===== src/hdl/stp_map.svh =====
// constants for the speech test serial port: timing counts, offsets, fields and reset values
`ifndef STP_MAP_SVH
`define STP_MAP_SVH
`define STP_CORE_HZ      250000000
`define STP_BIT_HZ       104000
`define STP_SAMPLE_HZ    8000
`define STP_WORD_BITS    13
`define STP_HALF_CYC     (`STP_CORE_HZ / (2 * `STP_BIT_HZ))
`define STP_FIFO_DEPTH   16
`define STP_REG_CTRL     12'h000
`define STP_REG_STATUS   12'h004
`define STP_REG_COUNT    12'h008
`define STP_CTRL_ENABLE  0
`define STP_CTRL_USEMSG  1
`define STP_CTRL_MODE_LO 2
`define STP_CTRL_MODE_HI 3
`define STP_CTRL_RESET   4'h0
`endif


===== src/hdl/stp_pkg.sv =====
// types shared by the speech test serial port
package stp_pkg;
  // mode as {line1, line2}
  typedef enum logic [1:0] {
    STP_MODE_NORMAL = 2'b00,
    STP_MODE_DOWN   = 2'b01,
    STP_MODE_UP     = 2'b10,
    STP_MODE_ACOUS  = 2'b11
  } stp_mode_t;
  // link sequencer states, one-hot
  typedef enum logic [4:0] {
    STP_ST_IDLE  = 5'b00001,
    STP_ST_ARMED = 5'b00010,
    STP_ST_GAP   = 5'b00100,
    STP_ST_LOW   = 5'b01000,
    STP_ST_HIGH  = 5'b10000
  } stp_state_t;
endpackage


===== src/hdl/stp_port.sv =====
// speech test serial port: sample fifo and the handset end of the link
//
// The APB slave port and the placing of the registers were decided locally.
`include "stp_map.svh"

module stp_fifo #(
  parameter int WIDTH = `STP_WORD_BITS,
  parameter int DEPTH = `STP_FIFO_DEPTH
) (
  input  wire logic             core_clk,
  input  wire logic             rst_b,
  input  wire logic [WIDTH-1:0] inData,
  input  wire logic             inValid,
  output logic                  inReady,
  output logic      [WIDTH-1:0] outData,
  output logic                  outValid,
  input  wire logic             outReady
);
  localparam int AW = $clog2(DEPTH);
  if ((DEPTH < 2) || ((1 << AW) != DEPTH)) begin : g_bad_depth
    $error("fifo depth must be a power of two, at least 2");
  end

  logic [WIDTH-1:0] mem [DEPTH];
  logic [AW-1:0]    wrPtr_ff;
  logic [AW-1:0]    rdPtr_ff;
  logic [AW:0]      count_ff;
  logic             inReady_ff;
  logic             outValid_ff;
  wire              push     = inValid & inReady_ff;
  wire              pop      = outValid_ff & outReady;
  wire  [AW:0]      nxtCount = count_ff + (AW+1)'(push) - (AW+1)'(pop);

  assign inReady  = inReady_ff;
  assign outValid = outValid_ff;
  assign outData  = mem[rdPtr_ff];

  // storage has no reset; only the pointers, count and flags need one
  always_ff @(posedge core_clk) begin
    if (push) begin
      mem[wrPtr_ff] <= inData;
    end
  end

  // flags are registered so the filling side sees an honest, glitch-free ready
  always_ff @(posedge core_clk or negedge rst_b) begin
    if (!rst_b) begin
      wrPtr_ff    <= '0;
      rdPtr_ff    <= '0;
      count_ff    <= '0;
      inReady_ff  <= 1'b1;
      outValid_ff <= 1'b0;
    end else begin
      wrPtr_ff    <= wrPtr_ff + AW'(push);
      rdPtr_ff    <= rdPtr_ff + AW'(pop);
      count_ff    <= nxtCount;
      inReady_ff  <= (nxtCount != (AW+1)'(DEPTH));
      outValid_ff <= (nxtCount != '0);
    end
  end
endmodule

module stp_port #(
  parameter int HALF_CYC   = `STP_HALF_CYC,
  parameter int FIFO_DEPTH = `STP_FIFO_DEPTH
) (
  input  wire logic        core_clk,
  input  wire logic        rst_b,
  input  wire logic        psel,
  input  wire logic        penable,
  input  wire logic        pwrite,
  input  wire logic [11:0] paddr,
  input  wire logic [31:0] pwdata,
  output logic      [31:0] prdata,
  output logic             pready,
  output logic             pslverr,
  output logic             linkClkOut,
  output logic             linkDataOut,
  input  wire logic        linkDataIn,
  input  wire logic        testCtl1,
  input  wire logic        testCtl2,
  input  wire logic        simRst_b,
  input  wire logic        frameSync,
  input  wire logic [12:0] decData,
  input  wire logic        decValid,
  output logic             decReady,
  output logic      [12:0] encData,
  output logic             encValid,
  input  wire logic        encReady,
  output logic             xcodeRst_b,
  output logic             convRst_b,
  output logic             xcodeRestart
);
  localparam int HW = $clog2(HALF_CYC + 1);
  localparam int HALF_I = HALF_CYC;
  if (HALF_CYC < 2) begin : g_bad_half
    $error("half bit period must be at least two core cycles");
  end
  if (`STP_WORD_BITS * `STP_SAMPLE_HZ != `STP_BIT_HZ) begin : g_bad_rate
    $error("bit rate must carry 13-bit words at the sample rate");
  end

  // two-flop synchronisers for every pin from the simulator
  logic [3:0] sync1_ff;
  logic [3:0] sync2_ff;
  always_ff @(posedge core_clk or negedge rst_b) begin
    if (!rst_b) begin
      sync1_ff <= 4'h1;
      sync2_ff <= 4'h1;
    end else begin
      sync1_ff <= {linkDataIn, testCtl1, testCtl2, simRst_b};
      sync2_ff <= sync1_ff;
    end
  end
  wire dataInS = sync2_ff[3];
  wire ctl1S   = sync2_ff[2];
  wire ctl2S   = sync2_ff[1];
  wire simRstS = sync2_ff[0];

  // apb slave: one wait state, answer registered
  logic [31:0] prdata_ff;
  logic        pready_ff;
  logic        pslverr_ff;
  logic [3:0]  ctrl_ff;
  logic [15:0] rxWords_ff;
  logic [15:0] txWords_ff;
  logic [1:0]  testMode_ff;
  logic        running;
  wire         apbAccess = psel & penable;
  wire         apbDone   = apbAccess & pready_ff;
  wire         hitCtrl   = (paddr == `STP_REG_CTRL);
  wire         hitStatus = (paddr == `STP_REG_STATUS);
  wire         hitCount  = (paddr == `STP_REG_COUNT);
  wire         hitAny    = hitCtrl | hitStatus | hitCount;
  wire  [31:0] rdMux     = hitCtrl   ? {28'h0000000, ctrl_ff} :
                           hitStatus ? {28'h0000000, running, simRstS, testMode_ff} :
                           hitCount  ? {txWords_ff, rxWords_ff} : 32'h00000000;

  always_ff @(posedge core_clk or negedge rst_b) begin
    if (!rst_b) begin
      pready_ff  <= 1'b0;
      prdata_ff  <= 32'h00000000;
      pslverr_ff <= 1'b0;
    end else begin
      pready_ff  <= apbAccess & ~pready_ff;
      prdata_ff  <= (apbAccess & ~pready_ff & ~pwrite) ? rdMux : 32'h00000000;
      pslverr_ff <= apbAccess & ~pready_ff & ~hitAny;
    end
  end

  // control register: write lands on the edge that completes the access
  always_ff @(posedge core_clk or negedge rst_b) begin
    if (!rst_b) begin
      ctrl_ff <= `STP_CTRL_RESET;
    end else if (apbDone & pwrite & hitCtrl) begin
      ctrl_ff <= pwdata[3:0];
    end
  end
  assign prdata  = prdata_ff;
  assign pready  = pready_ff;
  assign pslverr = pslverr_ff;

  // mode source: the pins, or the mode that the over-the-air command put in ctrl
  wire        enable  = ctrl_ff[`STP_CTRL_ENABLE];
  wire  [1:0] msgMode = ctrl_ff[`STP_CTRL_MODE_HI:`STP_CTRL_MODE_LO];
  wire  [1:0] effMode = ctrl_ff[`STP_CTRL_USEMSG] ? msgMode : {ctl1S, ctl2S};

  // reset handling: converters and transcoder held while the pin is low,
  // mode latched at the release, and transcoders restarted there unless the latched mode is normal
  logic simRstPrev_ff;
  logic xcodeRst_b_ff;
  logic convRst_b_ff;
  logic xcodeRestart_ff;
  wire  rstRelease = simRstS & ~simRstPrev_ff;
  always_ff @(posedge core_clk or negedge rst_b) begin
    if (!rst_b) begin
      simRstPrev_ff   <= 1'b1;
      xcodeRst_b_ff   <= 1'b0;
      convRst_b_ff    <= 1'b0;
      xcodeRestart_ff <= 1'b0;
      testMode_ff     <= stp_pkg::STP_MODE_NORMAL;
    end else begin
      simRstPrev_ff   <= simRstS;
      xcodeRst_b_ff   <= simRstS;
      convRst_b_ff    <= simRstS;
      xcodeRestart_ff <= rstRelease & (effMode != stp_pkg::STP_MODE_NORMAL);
      if (rstRelease) begin
        testMode_ff <= effMode;
      end
    end
  end
  assign xcodeRst_b   = xcodeRst_b_ff;
  assign convRst_b    = convRst_b_ff;
  assign xcodeRestart = xcodeRestart_ff;

  // decoded samples wait here; a slow link stalls the decoder through decReady
  logic [12:0] fifoData;
  logic        fifoValid;
  logic        fifoPop;
  stp_fifo #(
    .WIDTH (`STP_WORD_BITS),
    .DEPTH (FIFO_DEPTH)
  ) u_txFifo (
    .core_clk (core_clk),
    .rst_b    (rst_b),
    .inData   (decData),
    .inValid  (decValid),
    .inReady  (decReady),
    .outData  (fifoData),
    .outValid (fifoValid),
    .outReady (fifoPop)
  );

  // link sequencer
  stp_pkg::stp_state_t state_ff;
  stp_pkg::stp_state_t nxtState;
  logic [HW-1:0]       halfCnt_ff;
  logic [3:0]          bitCnt_ff;
  logic [12:0]         txShift_ff;
  logic [12:0]         rxShift_ff;
  logic                curTx_ff;
  logic                curRx_ff;
  logic                linkClk_ff;
  logic                linkData_ff;
  logic [12:0]         encData_ff;
  logic                encValid_ff;
  wire needTx    = (testMode_ff == stp_pkg::STP_MODE_DOWN) |
                   (testMode_ff == stp_pkg::STP_MODE_ACOUS);
  wire needRx    = (testMode_ff == stp_pkg::STP_MODE_UP) |
                   (testMode_ff == stp_pkg::STP_MODE_ACOUS);
  wire halfDone  = (halfCnt_ff == HW'(HALF_CYC - 1));
  wire lastBit   = (bitCnt_ff == 4'(`STP_WORD_BITS - 1));
  wire live      = simRstS & enable & (testMode_ff != stp_pkg::STP_MODE_NORMAL);
  // a word starts only when every active direction can move a whole sample
  wire startWord = (state_ff == stp_pkg::STP_ST_GAP) & live &
                   (~needTx | fifoValid) & (~needRx | ~encValid_ff);
  wire wordEnd   = (state_ff == stp_pkg::STP_ST_HIGH) & halfDone & lastBit;
  wire enterLow  = (nxtState == stp_pkg::STP_ST_LOW) & (state_ff != stp_pkg::STP_ST_LOW);
  wire enterHigh = (nxtState == stp_pkg::STP_ST_HIGH) & (state_ff != stp_pkg::STP_ST_HIGH);
  assign fifoPop = startWord & needTx;
  assign running = (state_ff == stp_pkg::STP_ST_LOW) | (state_ff == stp_pkg::STP_ST_HIGH);

  // next state; losing the simulator reset or enable aborts any word at once
  always_comb begin
    nxtState = state_ff;
    case (state_ff)
      stp_pkg::STP_ST_IDLE: begin
        if (live) begin
          nxtState = stp_pkg::STP_ST_ARMED;
        end
      end
      stp_pkg::STP_ST_ARMED: begin
        if (frameSync) begin
          nxtState = stp_pkg::STP_ST_GAP;
        end
      end
      stp_pkg::STP_ST_GAP: begin
        if (startWord) begin
          nxtState = stp_pkg::STP_ST_LOW;
        end
      end
      stp_pkg::STP_ST_LOW: begin
        if (halfDone) begin
          nxtState = stp_pkg::STP_ST_HIGH;
        end
      end
      stp_pkg::STP_ST_HIGH: begin
        if (halfDone) begin
          nxtState = lastBit ? stp_pkg::STP_ST_GAP : stp_pkg::STP_ST_LOW;
        end
      end
      default: begin
        nxtState = stp_pkg::STP_ST_IDLE;
      end
    endcase
    if (!live) begin
      nxtState = stp_pkg::STP_ST_IDLE;
    end
  end

  // state, half-period timer and bit counter
  always_ff @(posedge core_clk or negedge rst_b) begin
    if (!rst_b) begin
      state_ff   <= stp_pkg::STP_ST_IDLE;
      halfCnt_ff <= '0;
      bitCnt_ff  <= 4'h0;
    end else begin
      state_ff   <= nxtState;
      halfCnt_ff <= (enterLow | enterHigh | ~running) ? '0 : halfCnt_ff + HW'(1);
      if (startWord) begin
        bitCnt_ff <= 4'h0;
      end else if ((state_ff == stp_pkg::STP_ST_HIGH) & halfDone & ~lastBit) begin
        bitCnt_ff <= bitCnt_ff + 4'h1;
      end
    end
  end

  // pins: clock low only in the low half, data moves only on the falling edge
  always_ff @(posedge core_clk or negedge rst_b) begin
    if (!rst_b) begin
      linkClk_ff  <= 1'b1;
      linkData_ff <= 1'b0;
      txShift_ff  <= 13'h0000;
      curTx_ff    <= 1'b0;
      curRx_ff    <= 1'b0;
    end else begin
      linkClk_ff <= (nxtState != stp_pkg::STP_ST_LOW);
      if (startWord) begin
        txShift_ff  <= {fifoData[11:0], 1'b0};
        linkData_ff <= needTx & fifoData[12];
        curTx_ff    <= needTx;
        curRx_ff    <= needRx;
      end else if (enterLow) begin
        txShift_ff  <= {txShift_ff[11:0], 1'b0};
        linkData_ff <= curTx_ff & txShift_ff[12];
      end
    end
  end

  // receive: take the synchronised data bit as the clock rises
  always_ff @(posedge core_clk or negedge rst_b) begin
    if (!rst_b) begin
      rxShift_ff <= 13'h0000;
    end else if (enterHigh) begin
      rxShift_ff <= {rxShift_ff[11:0], dataInS};
    end
  end

  // finished sample toward the encoder; a new receiving word never starts while one waits
  always_ff @(posedge core_clk or negedge rst_b) begin
    if (!rst_b) begin
      encData_ff  <= 13'h0000;
      encValid_ff <= 1'b0;
      rxWords_ff  <= 16'h0000;
      txWords_ff  <= 16'h0000;
    end else begin
      if (wordEnd & curRx_ff) begin
        encData_ff  <= rxShift_ff;
        encValid_ff <= 1'b1;
      end else if (encReady) begin
        encValid_ff <= 1'b0;
      end
      rxWords_ff <= rxWords_ff + 16'(wordEnd & curRx_ff);
      txWords_ff <= txWords_ff + 16'(wordEnd & curTx_ff);
    end
  end
  assign linkClkOut  = linkClk_ff;
  assign linkDataOut = linkData_ff;
  assign encData     = encData_ff;
  assign encValid    = encValid_ff;

  // helper counters read only by the checks below
  logic [15:0] lowLen_ff;
  logic [3:0]  falls_ff;
  always_ff @(posedge core_clk or negedge rst_b) begin
    if (!rst_b) begin
      lowLen_ff <= 16'h0000;
      falls_ff  <= 4'h0;
    end else begin
      lowLen_ff <= linkClk_ff ? 16'h0000 : lowLen_ff + 16'h0001;
      if (startWord) begin
        falls_ff <= 4'h0;
      end else if (enterLow) begin
        falls_ff <= falls_ff + 4'h1;
      end
    end
  end
endmodule


===== config.mk =====
export PLATFORM = sky130hd
export DESIGN_NAME = stp_port
export DESIGN_NICKNAME = d
export VERILOG_FILES = /design/src/hdl/stp_pkg.sv /design/src/hdl/stp_port.sv
export VERILOG_INCLUDE_DIRS = /design/src /design/src/hdl
export SDC_FILE = /design/constraint.sdc
export NUM_CORES = 1
export LEC_CHECK = 0
export BUFFER_PORTS_ARGS = -buffer_cell sky130_fd_sc_hd__buf_2
export CORE_MARGIN = 1.5
export CORE_UTILIZATION = 64
export CTS_CLUSTER_DIAMETER = 150
export DETAILED_ROUTE_END_ITERATION = 10
export PLACE_DENSITY = 0.86
export SKIP_CTS_REPAIR_TIMING = 1
export SYNTH_ARGS = -nofsm -noshare
export SYNTH_HDL_FRONTEND = slang
export SYNTH_SLANG_ARGS = --single-unit

===== constraint.sdc =====
create_clock -name core_clk -period 5 [get_ports core_clk]
set_input_delay 0 -clock core_clk [delete_from_list [all_inputs] [get_ports core_clk]]
set_output_delay 0 -clock core_clk [all_outputs]
set_load 0.01 [all_outputs]

After elaboration in Yosys (flattened, before gate mapping)
Memories as Yosys holds them, arrays and structs flattened.
Cells that the tools add are included.

storage, ports and cells
  word-level logic and storage cells = 130
  RAM bits = 208
  output and inout bits = 54
  memories kept = 1
  input port bits = 69
  register bits after elaboration = 162

memories
  memory        words  width  read ports  clocked after Yosys merged registers in  wr ports  RTL line        source
  u_txFifo.mem  16     13     1           0                                        1         stp_port.sv:24  logic [WIDTH-1:0] mem [DEPTH];

operators by class
  eq/ne operators = 18
  reduce and logical (&&, ||, !) cells = 7
  $add $sub $neg = 8
  bitwise logic cells = 45
  multiplexer cells = 23

operators by type and width
  kind                                                                    count
  32-bit two-way mux                                                      4
  16-bit by 1-bit adder with 16-bit output                                2
  1-bit AND                                                               27
  13-bit two-way mux                                                      2
  5-bit two-way mux                                                       5
  5-bit case mux with 5 select lines                                      1
  12-bit by 3-bit equality test with 1-bit output, second input constant  1
  12-bit by 4-bit equality test with 1-bit output, second input constant  1
  12-bit zero test                                                        1
  4-bit two-way mux                                                       3
  11-bit by 1-bit adder with 11-bit output, second input constant         1
  11-bit equality test, second input constant                             1
  11-bit two-way mux                                                      1
  5-bit by 4-bit equality test with 1-bit output, second input constant   2
  5-bit equality test, second input constant                              2
  5-bit by 4-bit != test with 1-bit output, second input constant         2
  5-bit != test, second input constant                                    2
  2-bit nonzero test                                                      5
  1-bit inverter                                                          9
  1-bit bitwise OR                                                        9
  4-bit by 1-bit adder with 4-bit output                                  2
  1-bit two-way mux                                                       6
  5-bit by 1-bit adder with 5-bit output                                  1
  5-bit by 1-bit equality test with 1-bit output, second input constant   1
  9 further kinds                                                         10

Depth between registers and ports, before layout
Gate-level depths: netlist of run 1.

  depth after elaboration = 14
  mapped depth = 15
  mapped depth without buffers = 12

By module
From an unflattened synthesis of run 1, not the netlist that was laid out.

unflattened totals
  cells, all modules = 938
  area, all modules = 14869.3 um^2

modules (own cells, without submodules)
  module    instances  seq. area each (um^2)  cells an instance  area an instance (um^2)
  stp_fifo  1          6622.6                 452                8745.9
  stp_port  1          3659.8                 486                6123.4

Least setup slack after synthesis of run 1
Ideal clock, no wire load.

  kind = register to register
  start point = register sync2_ff[0]
  end point = register u_txFifo.outValid_ff (netlist: u_txFifo.outValid)
  data required time = 4.869 ns
  setup time = 0.131 ns
  arrival = 3.013 ns
  path buffers = 2
  stages on the path, launching flop included = 15
  clock period less this slack = 3.144 ns
  path slack = 1.856 ns
  cells stage by stage = dfstp_2 o211ai_1 a221o_1 or2_1 clkbuf_1 clkbuf_1 nor2_1 ha_1 inv_1 ha_1 fa_1 a21o_1 a21oi_1 xnor2_1 nand2b_1

between the ends
  word-level cells in the longest chain between the ends = 9

RTL lines
  element                                      RTL line         source
  from (decl)                                  stp_port.sv:105  logic [3:0] sync2_ff;
  from (signal assigned)                       stp_port.sv:112  sync2_ff <= sync1_ff;
  1-bit AND (2 in a row)                       stp_port.sv:233  wire live = simRstS & enable & (testMode_ff != stp_pkg::STP_MODE_NORMAL);
  1-bit AND (2 in a row)                       stp_port.sv:235  wire startWord = (state_ff == stp_pkg::STP_ST_GAP) & live &
  1-bit AND                                    stp_port.sv:236  (~needTx | fifoValid) & (~needRx | ~encValid_ff);
  1-bit AND                                    stp_port.sv:240  assign fifoPop = startWord & needTx;
  1-bit AND                                    stp_port.sv:31   wire pop = outValid_ff & outReady;
  5-bit by 1-bit subtractor with 5-bit output  stp_port.sv:32   wire [AW:0] nxtCount = count_ff + (AW+1)'(push) - (AW+1)'(pop);
  named net u_txFifo.nxtCount[4]               stp_port.sv:32
  5-bit nonzero test                           stp_port.sv:58   outValid_ff <= (nxtCount != '0);
  to (signal assigned)                         stp_port.sv:58
  to (decl)                                    stp_port.sv:29   logic outValid_ff;

The timed path passes the listed nets, and every way through them passes these cells.
A chain may end at the register's enable or synchronous reset.

Worst setup path in the final report of run 1
Same ends and word-level chain as after synthesis.

==> results of run 1 <==
==> worst reg2reg max path, stage by stage, from the launching register on <==
cell and delay [ps]:
dfstp_2 580, o211ai_1 160, a221o_1 320, or2_1 450, nor2_1 310, ha_1 160, inv_1 40, ha_1 210
fa_1 400, a21o_1 200, a21oi_1 180, xnor2_1 130, nand2b_1 150
==> per-stage QoR <==
stage,std cells,total power (µW)
finish,1346,6830
global route,1346,7050
CTS,1316,6860
detailed placement,1249,4190
global placement,1249,4150
floorplan,889,3930
==> power by group through the flow <==
| stage | logic, µW | clock network [µW] | registers [µW] |
|---|---|---|---|
| 6_report | 586 | 2660 | 3580 |
| 5_1_grt | 640 | 2810 | 3600 |
| 4_1_cts | 573 | 2710 | 3580 |
| 3_5_place_dp | 565 | 0 | 3630 |
| 3_3_place_gp | 536 | 0 | 3610 |
| 2_1_floorplan | 343 | 0 | 3590 |
==> placed cells by master (no fill, tap or decap), types with 7 or more instances in the layout <==
cell type,instances
mux2_4,10
nor3_1,13
clkinv_2,11
mux2i_1,13
buf_4,19
dfrtp_1,153
mux2_2,24
clkbuf_1,7
dlygate4sd3_1,30
mux4_2,51
ha_1,17
and3_1,9
o211ai_1,10
xnor2_1,31
nand4_1,15
a21oi_1,11
and2_1,35
buf_2,93
xor2_1,18
nand2_1,43
o21ai_0,9
a22oi_1,17
edfxtp_1,208
clkbuf_16,39
nand3_1,23
nor2_1,39
inv_1,24
==> final cells by class <==
class                      count  area, µm²  area share
sequential                   369      10300       0.609
multi-input combinational    458       4060       0.240
clock buffer                  49       1040      0.0617
timing repair buffer         143        920      0.0544
tap                          285        357      0.0211
clock inverter                18        146     0.00866
inverter                      24       90.1     0.00533
==> sequential cells by signal (all words and copies together), names as in the netlist, 2 cells and up <==
name               flops
u_txFifo.rdPtr_ff      4
rxWords_ff            16
sync2_ff               4
ctrl_ff                4
encData               13
bitCnt_ff              4
testMode_ff            2
sync1_ff               4
txWords_ff            16
u_txFifo.wrPtr_ff      4
u_txFifo.mem         208
u_txFifo.count_ff      5
state_ff               5
rxShift_ff            13
prdata                32
txShift_ff            12
halfCnt_ff            11
==> how the worst max path moves through the flow <==
stage / from / to / slack (ps)
after CTS: sync2_ff[0] / u_txFifo.outValid / 1610
after global placement: sync2_ff[0] / u_txFifo.outValid / 1690
after detailed placement: sync2_ff[0] / u_txFifo.outValid / 1620
after floorplan: sync2_ff[0] / u_txFifo.outValid / 1860
after global routing: sync2_ff[0] / u_txFifo.outValid / 1340
final: sync2_ff[0] / u_txFifo.outValid / 1600
==> logic make-up after synthesis <==
logic type | Yosys count | share of synthesized area
compound gates | 67 | 0.0324
mux | 98 | 0.116
buf+inv | 62 | 0.0196
fa+ha+maj | 18 | 0.0159
xor+xnor | 49 | 0.0294
flops | 369 | 0.705
simple gates | 226 | 0.0816
==> layer usage <==
metal	part of all wire	wire length, µm
met1	0.39	11700
met2	0.52	15600
met3	0.063	1900
met4	0.031	918
met5	0	0
==> reports/qor.yml, run 1 <==
run_status:
  outcome: "finished, final reports clean"
grt:
  grt.busiest_layer: "met2"
  grt_util_met3: 0.0462
  grt_usage: 0.257
  gr-total-overflow: 0
  antenna_found_initial: 0
  globalRouteMet2Util: 0.447
  use_met1: 0.326
  grt_pass1_wl_um: 45500
  grt_pass1_vias: 8204
  grt_max_degree: 105
worst_hold_path:
  min-delay-path-class: "in2reg"
  whs_path_depth: 5
  hp-start: "frameSync"
  worstHoldEndpoint: "state_ff[1]"
sta:
  layout_min_cycle_time_ps: 3400
  post-route-period-util: 0.680
  setup-violations-final: 0
  grt_setup_unrepaired: "no"
  whs_ps: 0.353
  fin_skew_ps: 10.0
  slew_violations: 0
  fin_tns_setup_ps: 0
  fmax_mhz: 294
  layout_setup_ws_ps: 1600
  max_slew.worst_pin.slew_ps: 1120
  slew_headroom: 0.256
  final_hold_viol_count: 0
power_and_ir_drop:
  p_int_uw: 5230
  peakVddDrop_mv: 0.375
  power_density_mw_per_mm2: 404
  p_leak_uw: 0.00677
  power_frac_clock: 0.390
  seqPwrFrac: 0.524
  p_switching_uw: 1600
  sw_frac_of_total: 0.234
  comb_power_share: 0.086
cts:
  clock_sinks: 369
  clk_pin_slew_ps: 60
  clockRootBuffer: "clkbuf_16"
  cts_tree: "done"
  cts_buffers: 38
  htree_levels: 2
  clock_path_buffers: 3
  insertion_delay_ps: 520
worst_setup_path:
  path_depth: 12
  max_stage_delay_ps: 580
  cpMaxStageDelayCell: "dfstp_2"
  timing.rr.start: "sync2_ff[0]"
  critPathMaxFanout: 14
  cp.arrival_ps: 3800
  regToRegSetupSlack_ps: 1600
  crit_path_frequent_cell: "ha_1"
  endpoint_kind: "flop"
  crit_type: "reg2reg"
  crit_family: "simple AND/OR/NAND/NOR gates"
  timing.rr.end: "u_txFifo.outValid"
  path_cells: "o211ai_1 > a221o_1 > or2_1 > nor2_1 > ha_1 > inv_1 > ha_1 > fa_1 > a21o_1 > a21oi_1 > xnor2_1 > nand2b_1"
  path_buf_inv: 1
  required_ps: 5400
  cp-start-kind: "flop"
  rr_worst_depth: 12
logic_synthesis:
  async_flop_share: 0.436
  syn_nets: 976
  avgSynthCellArea_um2: 16.4
  synth_area_leader_cell: "edfxtp_1"
  ys_seq_elements: 369
  synth_edf_count: 208
  synthFlopType: "edfxtp_1"
  synth.distinct_cells: 59
  yosys-top-cells-area: "edfxtp_1, dfrtp_1, mux4_2, xnor2_1, mux2_2"
  ys_seq_area_frac: 0.705
  netlist_instances: 889
  synth_top_area_share: 0.428
  synth_area_mm2: 0.0146
  synth_common_cells: "edfxtp_1, dfrtp_1, mux4_2"
  synth_most_common_cell: "edfxtp_1"
  yosys_warnings: 0
cells_and_area:
  diodes: 0
  nets: 1121
  post-route-util: 0.751
  area_delta_synth_final_pct: 15.8
  fin_area_mm2: 0.0169
  fillCellCount: 1238
  drive_gt1_frac: 0.267
run:
  cap_viol_max_count: 0
detailed_routing:
  num_vias: 8191
  drt_first_pass_iters: 5
  initialDrtViolationCount: 875
  drt_drc_violations_left: 0
  via_per_inst: 6.09
  antenna_left: 0
  wire_per_inst_um: 22.4
  wirelength_um: 30100
place:
  io_buffers: 94
  hpwlAfterDp_um: 17200
  place_ws_ps: 1620
  placed_cell_area_mm2: 0.0154
  place_congestion: 0.799
floorplanning:
  die_x_um: 154
  start_util: 0.649
  io_pins: 123
  die_y_um: 154
  coreArea_mm2: 0.0225
  die-area_mm2: 0.0237
  row_count: 55
Power figures use the tool's default switching activity.
==> run 2, diff against run 1 <==
--- a/config.mk
+++ b/config.mk
@@ -8,10 +8,10 @@
 export LEC_CHECK = 0
 export BUFFER_PORTS_ARGS = -buffer_cell sky130_fd_sc_hd__buf_2
 export CORE_MARGIN = 1.5
-export CORE_UTILIZATION = 64
+export CORE_UTILIZATION = 54
 export CTS_CLUSTER_DIAMETER = 150
 export DETAILED_ROUTE_END_ITERATION = 10
-export PLACE_DENSITY = 0.86
+export PLACE_DENSITY = 0.77
 export SKIP_CTS_REPAIR_TIMING = 1
 export SYNTH_ARGS = -nofsm -noshare
 export SYNTH_HDL_FRONTEND = slang
==> constraint.sdc (replaced) <==
create_clock -name core_clk -period 3 [get_ports core_clk]
set_input_delay 0 -clock core_clk [delete_from_list [all_inputs] [get_ports core_clk]]
set_output_delay 0 -clock core_clk [all_outputs]
set_load 0.01 [all_outputs]
==> run 2 against run 1 <==
- core utilization shrank 9.1 points
- count of clock-buffer cells in the layout grew 6
- sequential share of layout area shrank 1.5 points
- worst setup slack lost 1500 ps
- largest power group unchanged
==> reports/qor.yml, run 2 (synthesized netlist as in run 1, its figures left out) <==
grt:
  grt_max_degree: 79
  antenna_found_initial: 0
  grt_usage: 0.214
  gr-total-overflow: 0
  grt_pass1_wl_um: 46100
  use_met1: 0.284
  grt_pass1_vias: 8353
  grt_util_met3: 0.0383
  grt.busiest_layer: "met2"
  globalRouteMet2Util: 0.363
cells_and_area:
  regMostFlops: "u_txFifo.mem"
  diodes: 0
  largest_reg_flops: 208
  nets: 1152
  area_delta_synth_final_pct: 18.9
  final_cell_mix: "edfxtp_1, dfrtp_1, buf_2, mux4_2, buf_4"
  final_common_cell: "edfxtp_1"
  drive_gt1_frac: 0.291
  instances_no_fill: 1430
detailed_routing:
  wire_per_inst_um: 20.8
  via_per_inst: 5.72
  wirelength_um: 29800
  drt_drc_violations_left: 0
  initialDrtViolationCount: 674
  antenna_left: 0
  num_vias: 8183
  drt_first_pass_iters: 5
sta:
  slew_headroom: 0.506
  setup-violations-final: 0
  fmax_mhz: 347
  layout_min_cycle_time_ps: 2880
  final_hold_viol_count: 0
  post-route-period-util: 0.961
  slew_violations: 0
  fin_skew_ps: 22.2
  max_slew.worst_pin.slew_ps: 741
worst_setup_path:
  rr_worst_depth: 10
  crit_type: "reg2reg"
  endpoint_kind: "flop"
  cp-start-kind: "flop"
  required_ps: 3400
  cp.arrival_ps: 3290
  regToRegSetupSlack_ps: 120
  critPathMaxFanout: 3
power_and_ir_drop:
  power_uw: 11800
  power_density_mw_per_mm2: 682
  peakVddDrop_mv: 0.682
  p_leak_uw: 0.00697
cts:
  htree_levels: 2
  clk_pin_slew_ps: 60
  cts_buffers: 38
  insertion_delay_ps: 530
  cts_tree: "done"
  clock_sinks: 369
  clock_path_buffers: 3
  clockRootBuffer: "clkbuf_16"
place:
  place_congestion: 0.850
  dp.cells: 1329
  hpwlAfterDp_um: 18400
  io_buffers: 94
worst_hold_path:
  min-delay-path-class: "in2reg"
  whs_path_depth: 5
run:
  cap_viol_max_count: 0
floorplanning:
  die-area_mm2: 0.0280
  row_count: 59
  start_util: 0.555
  coreArea_mm2: 0.0263
  io_pins: 123
  die_x_um: 167
  die_y_um: 167
run_status:
  outcome: "finished, final reports clean"
-- run 2: cell types whose count changed in the layout (fill, tap and decap cells not counted), moves of 4 or more --
cell,before,now
clkinv_2,11,4
buf_4,19,48
clkbuf_1,7,12
nor2_1,39,43
ha_1,17,13
nor2_2,6,2
-- run 2: report_power, final --
| group | internal [µW] | switching [µW] |
|---|---|---|
| clock | 2780 | 1910 |
| sequential | 5790 | 156 |
| combinational | 494 | 701 |
-- run 2: through the flow --
| stage | area, µm² | setup TNS, ps | hold slack (ps) | utilization | worst slack, ps |
|---|---|---|---|---|---|
| after detailed placement | 15700 | 0 | 79.8 | 0.598 | 143 |
| after CTS | 17000 | 0 | -473 | 0.646 | 97.7 |
| after global placement | 15700 | 0 | 72.4 | 0.598 | 171 |
| after floorplan | 14600 | 0 | -296 | - | 5.31 |
| final | 17300 | 0 | 33.9 | 0.660 | 117 |
| after global routing | 17300 | -24.5 | 50.2 | 0.660 | -12.8 |
-- run 2: layer usage --
layer | part of all wire | wire (µm)
met1 | 0.41 | 12300
met2 | 0.51 | 15100
met3 | 0.057 | 1700
met4 | 0.022 | 659
met5 | 0 | 0
-- run 2: layout make-up --
| cell class | instances | area, µm² |
|---|---|---|
| clock buffers | 55 | 1080 |
| clock inverters | 15 | 171 |
| fillers | 1729 | 8930 |
| inverters | 24 | 90.1 |
| multi-input cells | 458 | 4120 |
| flip-flops and latches | 369 | 10300 |
| well taps | 335 | 419 |
| repair buffers | 174 | 1180 |
-- run 2: final timing paths --
kind | start | endpoint
worst min register to register | sync1_ff[3] | sync2_ff[3]
worst min-delay path | paddr[3] | prdata[1]
min in group asynchronous | rst_b | txWords_ff[14]
max in group asynchronous | rst_b | u_txFifo.inReady
worst max-delay path | sync2_ff[0] | u_txFifo.outValid
worst max register to register | sync2_ff[0] | u_txFifo.outValid
-- run 2: worst max-delay path: stages, from the launching register on --
cell and delay [ps]:
dfstp_2 530, o211ai_1 110, a221o_1 320, or2_1 250
nor2_2 170, ha_2 300, inv_2 50, ha_2 180
fa_2 460, nor4_4 320, nand2b_4 70
==> run 3, diff against run 2 <==
--- a/config.mk
+++ b/config.mk
@@ -15,4 +15,5 @@
 export SKIP_CTS_REPAIR_TIMING = 1
 export SYNTH_ARGS = -nofsm -noshare
 export SYNTH_HDL_FRONTEND = slang
+export SYNTH_HIERARCHICAL = 1
 export SYNTH_SLANG_ARGS = --single-unit
==> run 3 against run 2 <==
- cell count is 2.9% higher
- wire length is 6.7% lower
- critical endpoint is now u_txFifo/outValid
- flip-flop and latch count is the same
- critical path type unchanged
- sequential share of layout area fell by 0.054 points
- via count grew 0.54%
==> reports/qor.yml, run 3 <==
place:
  io_buffers: 94
  hpwlAfterDp_um: 17600
  place_congestion: 0.812
  placed_cell_area_mm2: 0.0158
grt:
  antenna_found_initial: 0
  globalRouteMet2Util: 0.332
  use_met1: 0.265
  grt_pass1_vias: 8237
  grt_usage: 0.196
  grt_pass1_wl_um: 43700
  grt_max_degree: 70
  gr-total-overflow: 0
  grt.busiest_layer: "met2"
  grt_util_met3: 0.0313
cts:
  htree_levels: 2
  insertion_delay_ps: 540
  cts_buffers: 38
  clock_sinks: 369
  clock_path_buffers: 3
  cts_tree: "done"
  clockRootBuffer: "clkbuf_16"
  clk_pin_slew_ps: 60
detailed_routing:
  antenna_left: 0
  drt_drc_violations_left: 0
  num_vias: 8227
  drt_first_pass_iters: 5
  wire_per_inst_um: 18.9
  wirelength_um: 27800
  initialDrtViolationCount: 533
  via_per_inst: 5.59
worst_hold_path:
  min-delay-path-class: "in2async"
logic_synthesis:
  synth_area_leader_cell: "edfxtp_1"
  synth_simple_gate_area_frac: 0.0799
  yosys_warnings: 6
  synth_top_family_by_area: "multiplexers"
  synth_fa_ha_area_frac: 0.0140
  synthXorXnorAreaFrac: 0.0289
  synth_area_mm2: 0.0149
  syn_nets: 1023
  avgSynthCellArea_um2: 15.9
  yosys-top-cells-area: "edfxtp_1, dfrtp_1, mux2i_1, mux4_2, mux2_2"
  synth.distinct_cells: 60
  synth_common_cells: "edfxtp_1, dfrtp_1, mux2i_1"
  synth_mux_area_frac: 0.119
  ys_seq_elements: 369
  netlist_instances: 938
  synth_edf_count: 208
  synthFlopType: "edfxtp_1"
  ys_seq_area_frac: 0.692
  synth_most_common_cell: "edfxtp_1"
  synth_compound_area_frac: 0.0435
  synth_top_area_share: 0.420
  async_flop_share: 0.436
power_and_ir_drop:
  peakVddDrop_mv: 0.671
  p_leak_uw: 0.00702
  power_density_mw_per_mm2: 650
sta:
  post-route-period-util: 0.934
  fmax_mhz: 357
  slew_violations: 0
  layout_min_cycle_time_ps: 2800
  slew_headroom: 0.388
  fin_skew_ps: 22.7
  max_slew.worst_pin.slew_ps: 910
  whs_ps: 5.61
  setup-violations-final: 0
  grt_setup_unrepaired: "no"
  fin_tns_setup_ps: 0
  final_hold_viol_count: 0
cells_and_area:
  nets: 1189
  fillCellCount: 1864
  final_common_cell: "edfxtp_1"
  drive_gt1_frac: 0.256
  fin_area_mm2: 0.0174
  largest_reg_flops: 208
  diodes: 0
  regMostFlops: "u_txFifo/mem"
  final_cell_mix: "edfxtp_1, dfrtp_1, buf_2, mux2i_1, nand2_1"
  register_area_mm2: 0.0103
  multi_input_area_mm2: 0.00426
  area_delta_synth_final_pct: 16.7
worst_setup_path:
  endpoint_kind: "flop"
  max_stage_delay_ps: 460
  cp-start-kind: "flop"
  crit_path_frequent_cell: "nand2_1"
  critPathMaxFanout: 8
  path_cells: "nor3_1 > and3_1 > and2_4 > nand2_1 > nand2_1 > nand2_1 > ha_1 > fa_2 > a21o_1 > a21oi_1 > xnor2_1 > nand3b_1"
  cpMaxStageDelayCell: "dfrtp_1"
  cp.arrival_ps: 3190
  required_ps: 3390
  crit_type: "reg2reg"
run:
  cap_viol_max_count: 0
floorplanning:
  start_util: 0.550
  die-area_mm2: 0.0285
  row_count: 60
  die_y_um: 169
  io_pins: 123
  coreArea_mm2: 0.0270
  die_x_um: 169
run_status:
  outcome: "finished, final reports clean"
run 3: cell types whose count changed after synthesis, sizes merged, moves of 5 or more:
cell	delta
mux2i	+47
mux4	-25
a221oi	+24
mux2	+15
o21ai	+12
nand4	-9
buf	+7
o211ai	-7
clkbuf	-6
nand2	+6
or2	-5
xnor2	-5
xor2	+5
run 3: cell type report:
type	count	area share
Sequential cell	369	0.593
Tap cell	341	0.0246
Clock buffer	49	0.0583
Multi-Input combinational cell	510	0.246
Clock inverter	18	0.00951
Inverter	20	0.00432
Timing Repair Buffer	165	0.0651
run 3: report_power, final:
group	internal (µW)	leakage (µW)	switching [µW]
logic	351	0.00239	603
clock network	2500	0.000570	1880
registers	5790	0.00406	162
run 3: through the flow:
stage	instances	util	total power [µW]	worst slack [ps]
floorplan	938	-	6560	40.6
global placement	1372	0.586	6920	198
detailed placement	1372	0.586	6970	125
CTS	1439	0.630	11300	104
global route	1472	0.642	11700	5.56
finish	1472	0.642	11300	199
run 3: logic make-up (layout without fill, tap and decap cells):
logic type | Yosys count | in the layout
multiplexers | 135 | 135
AND/OR/NAND/NOR | 221 | 221
XOR/XNOR | 49 | 49
buffers and inverters | 59 | 252
AO/OA/AOI/OAI | 89 | 89
flip-flops | 369 | 369
adder cells (fa/ha/maj) | 16 | 16
run 3: final timing paths:
check	slack (ps)	cells past startpoint	end	start
setup / recovery	200	12	u_txFifo/outValid	state_ff[4]
hold / removal	6	2	rxWords_ff[15]	rst_b
setup reg to reg	200	12	u_txFifo/outValid	state_ff[4]
hold reg to reg	350	0	sync2_ff[3]	sync1_ff[3]
max in group asynchronous	2060	3	sync1_ff[0]	rst_b
min in group core_clk	20	5	prdata[3]	paddr[3]
run 3: worst max-delay path, delay by kind of cell, from the launching register on:
| family | cells | cell delay (ps) |
|---|---|---|
| fa+ha+maj | 2 | 580 |
| simple gates | 7 | 1190 |
| xor+xnor | 1 | 120 |
| flops | 1 | 460 |
| compound gates | 2 | 320 |
run 3: routing by layer:
layer	up-vias	routed length, µm
met3	42	1300
met2	221	13600
met4	0	509
met1	4121	12300
met5	-	0
li1	3843	-
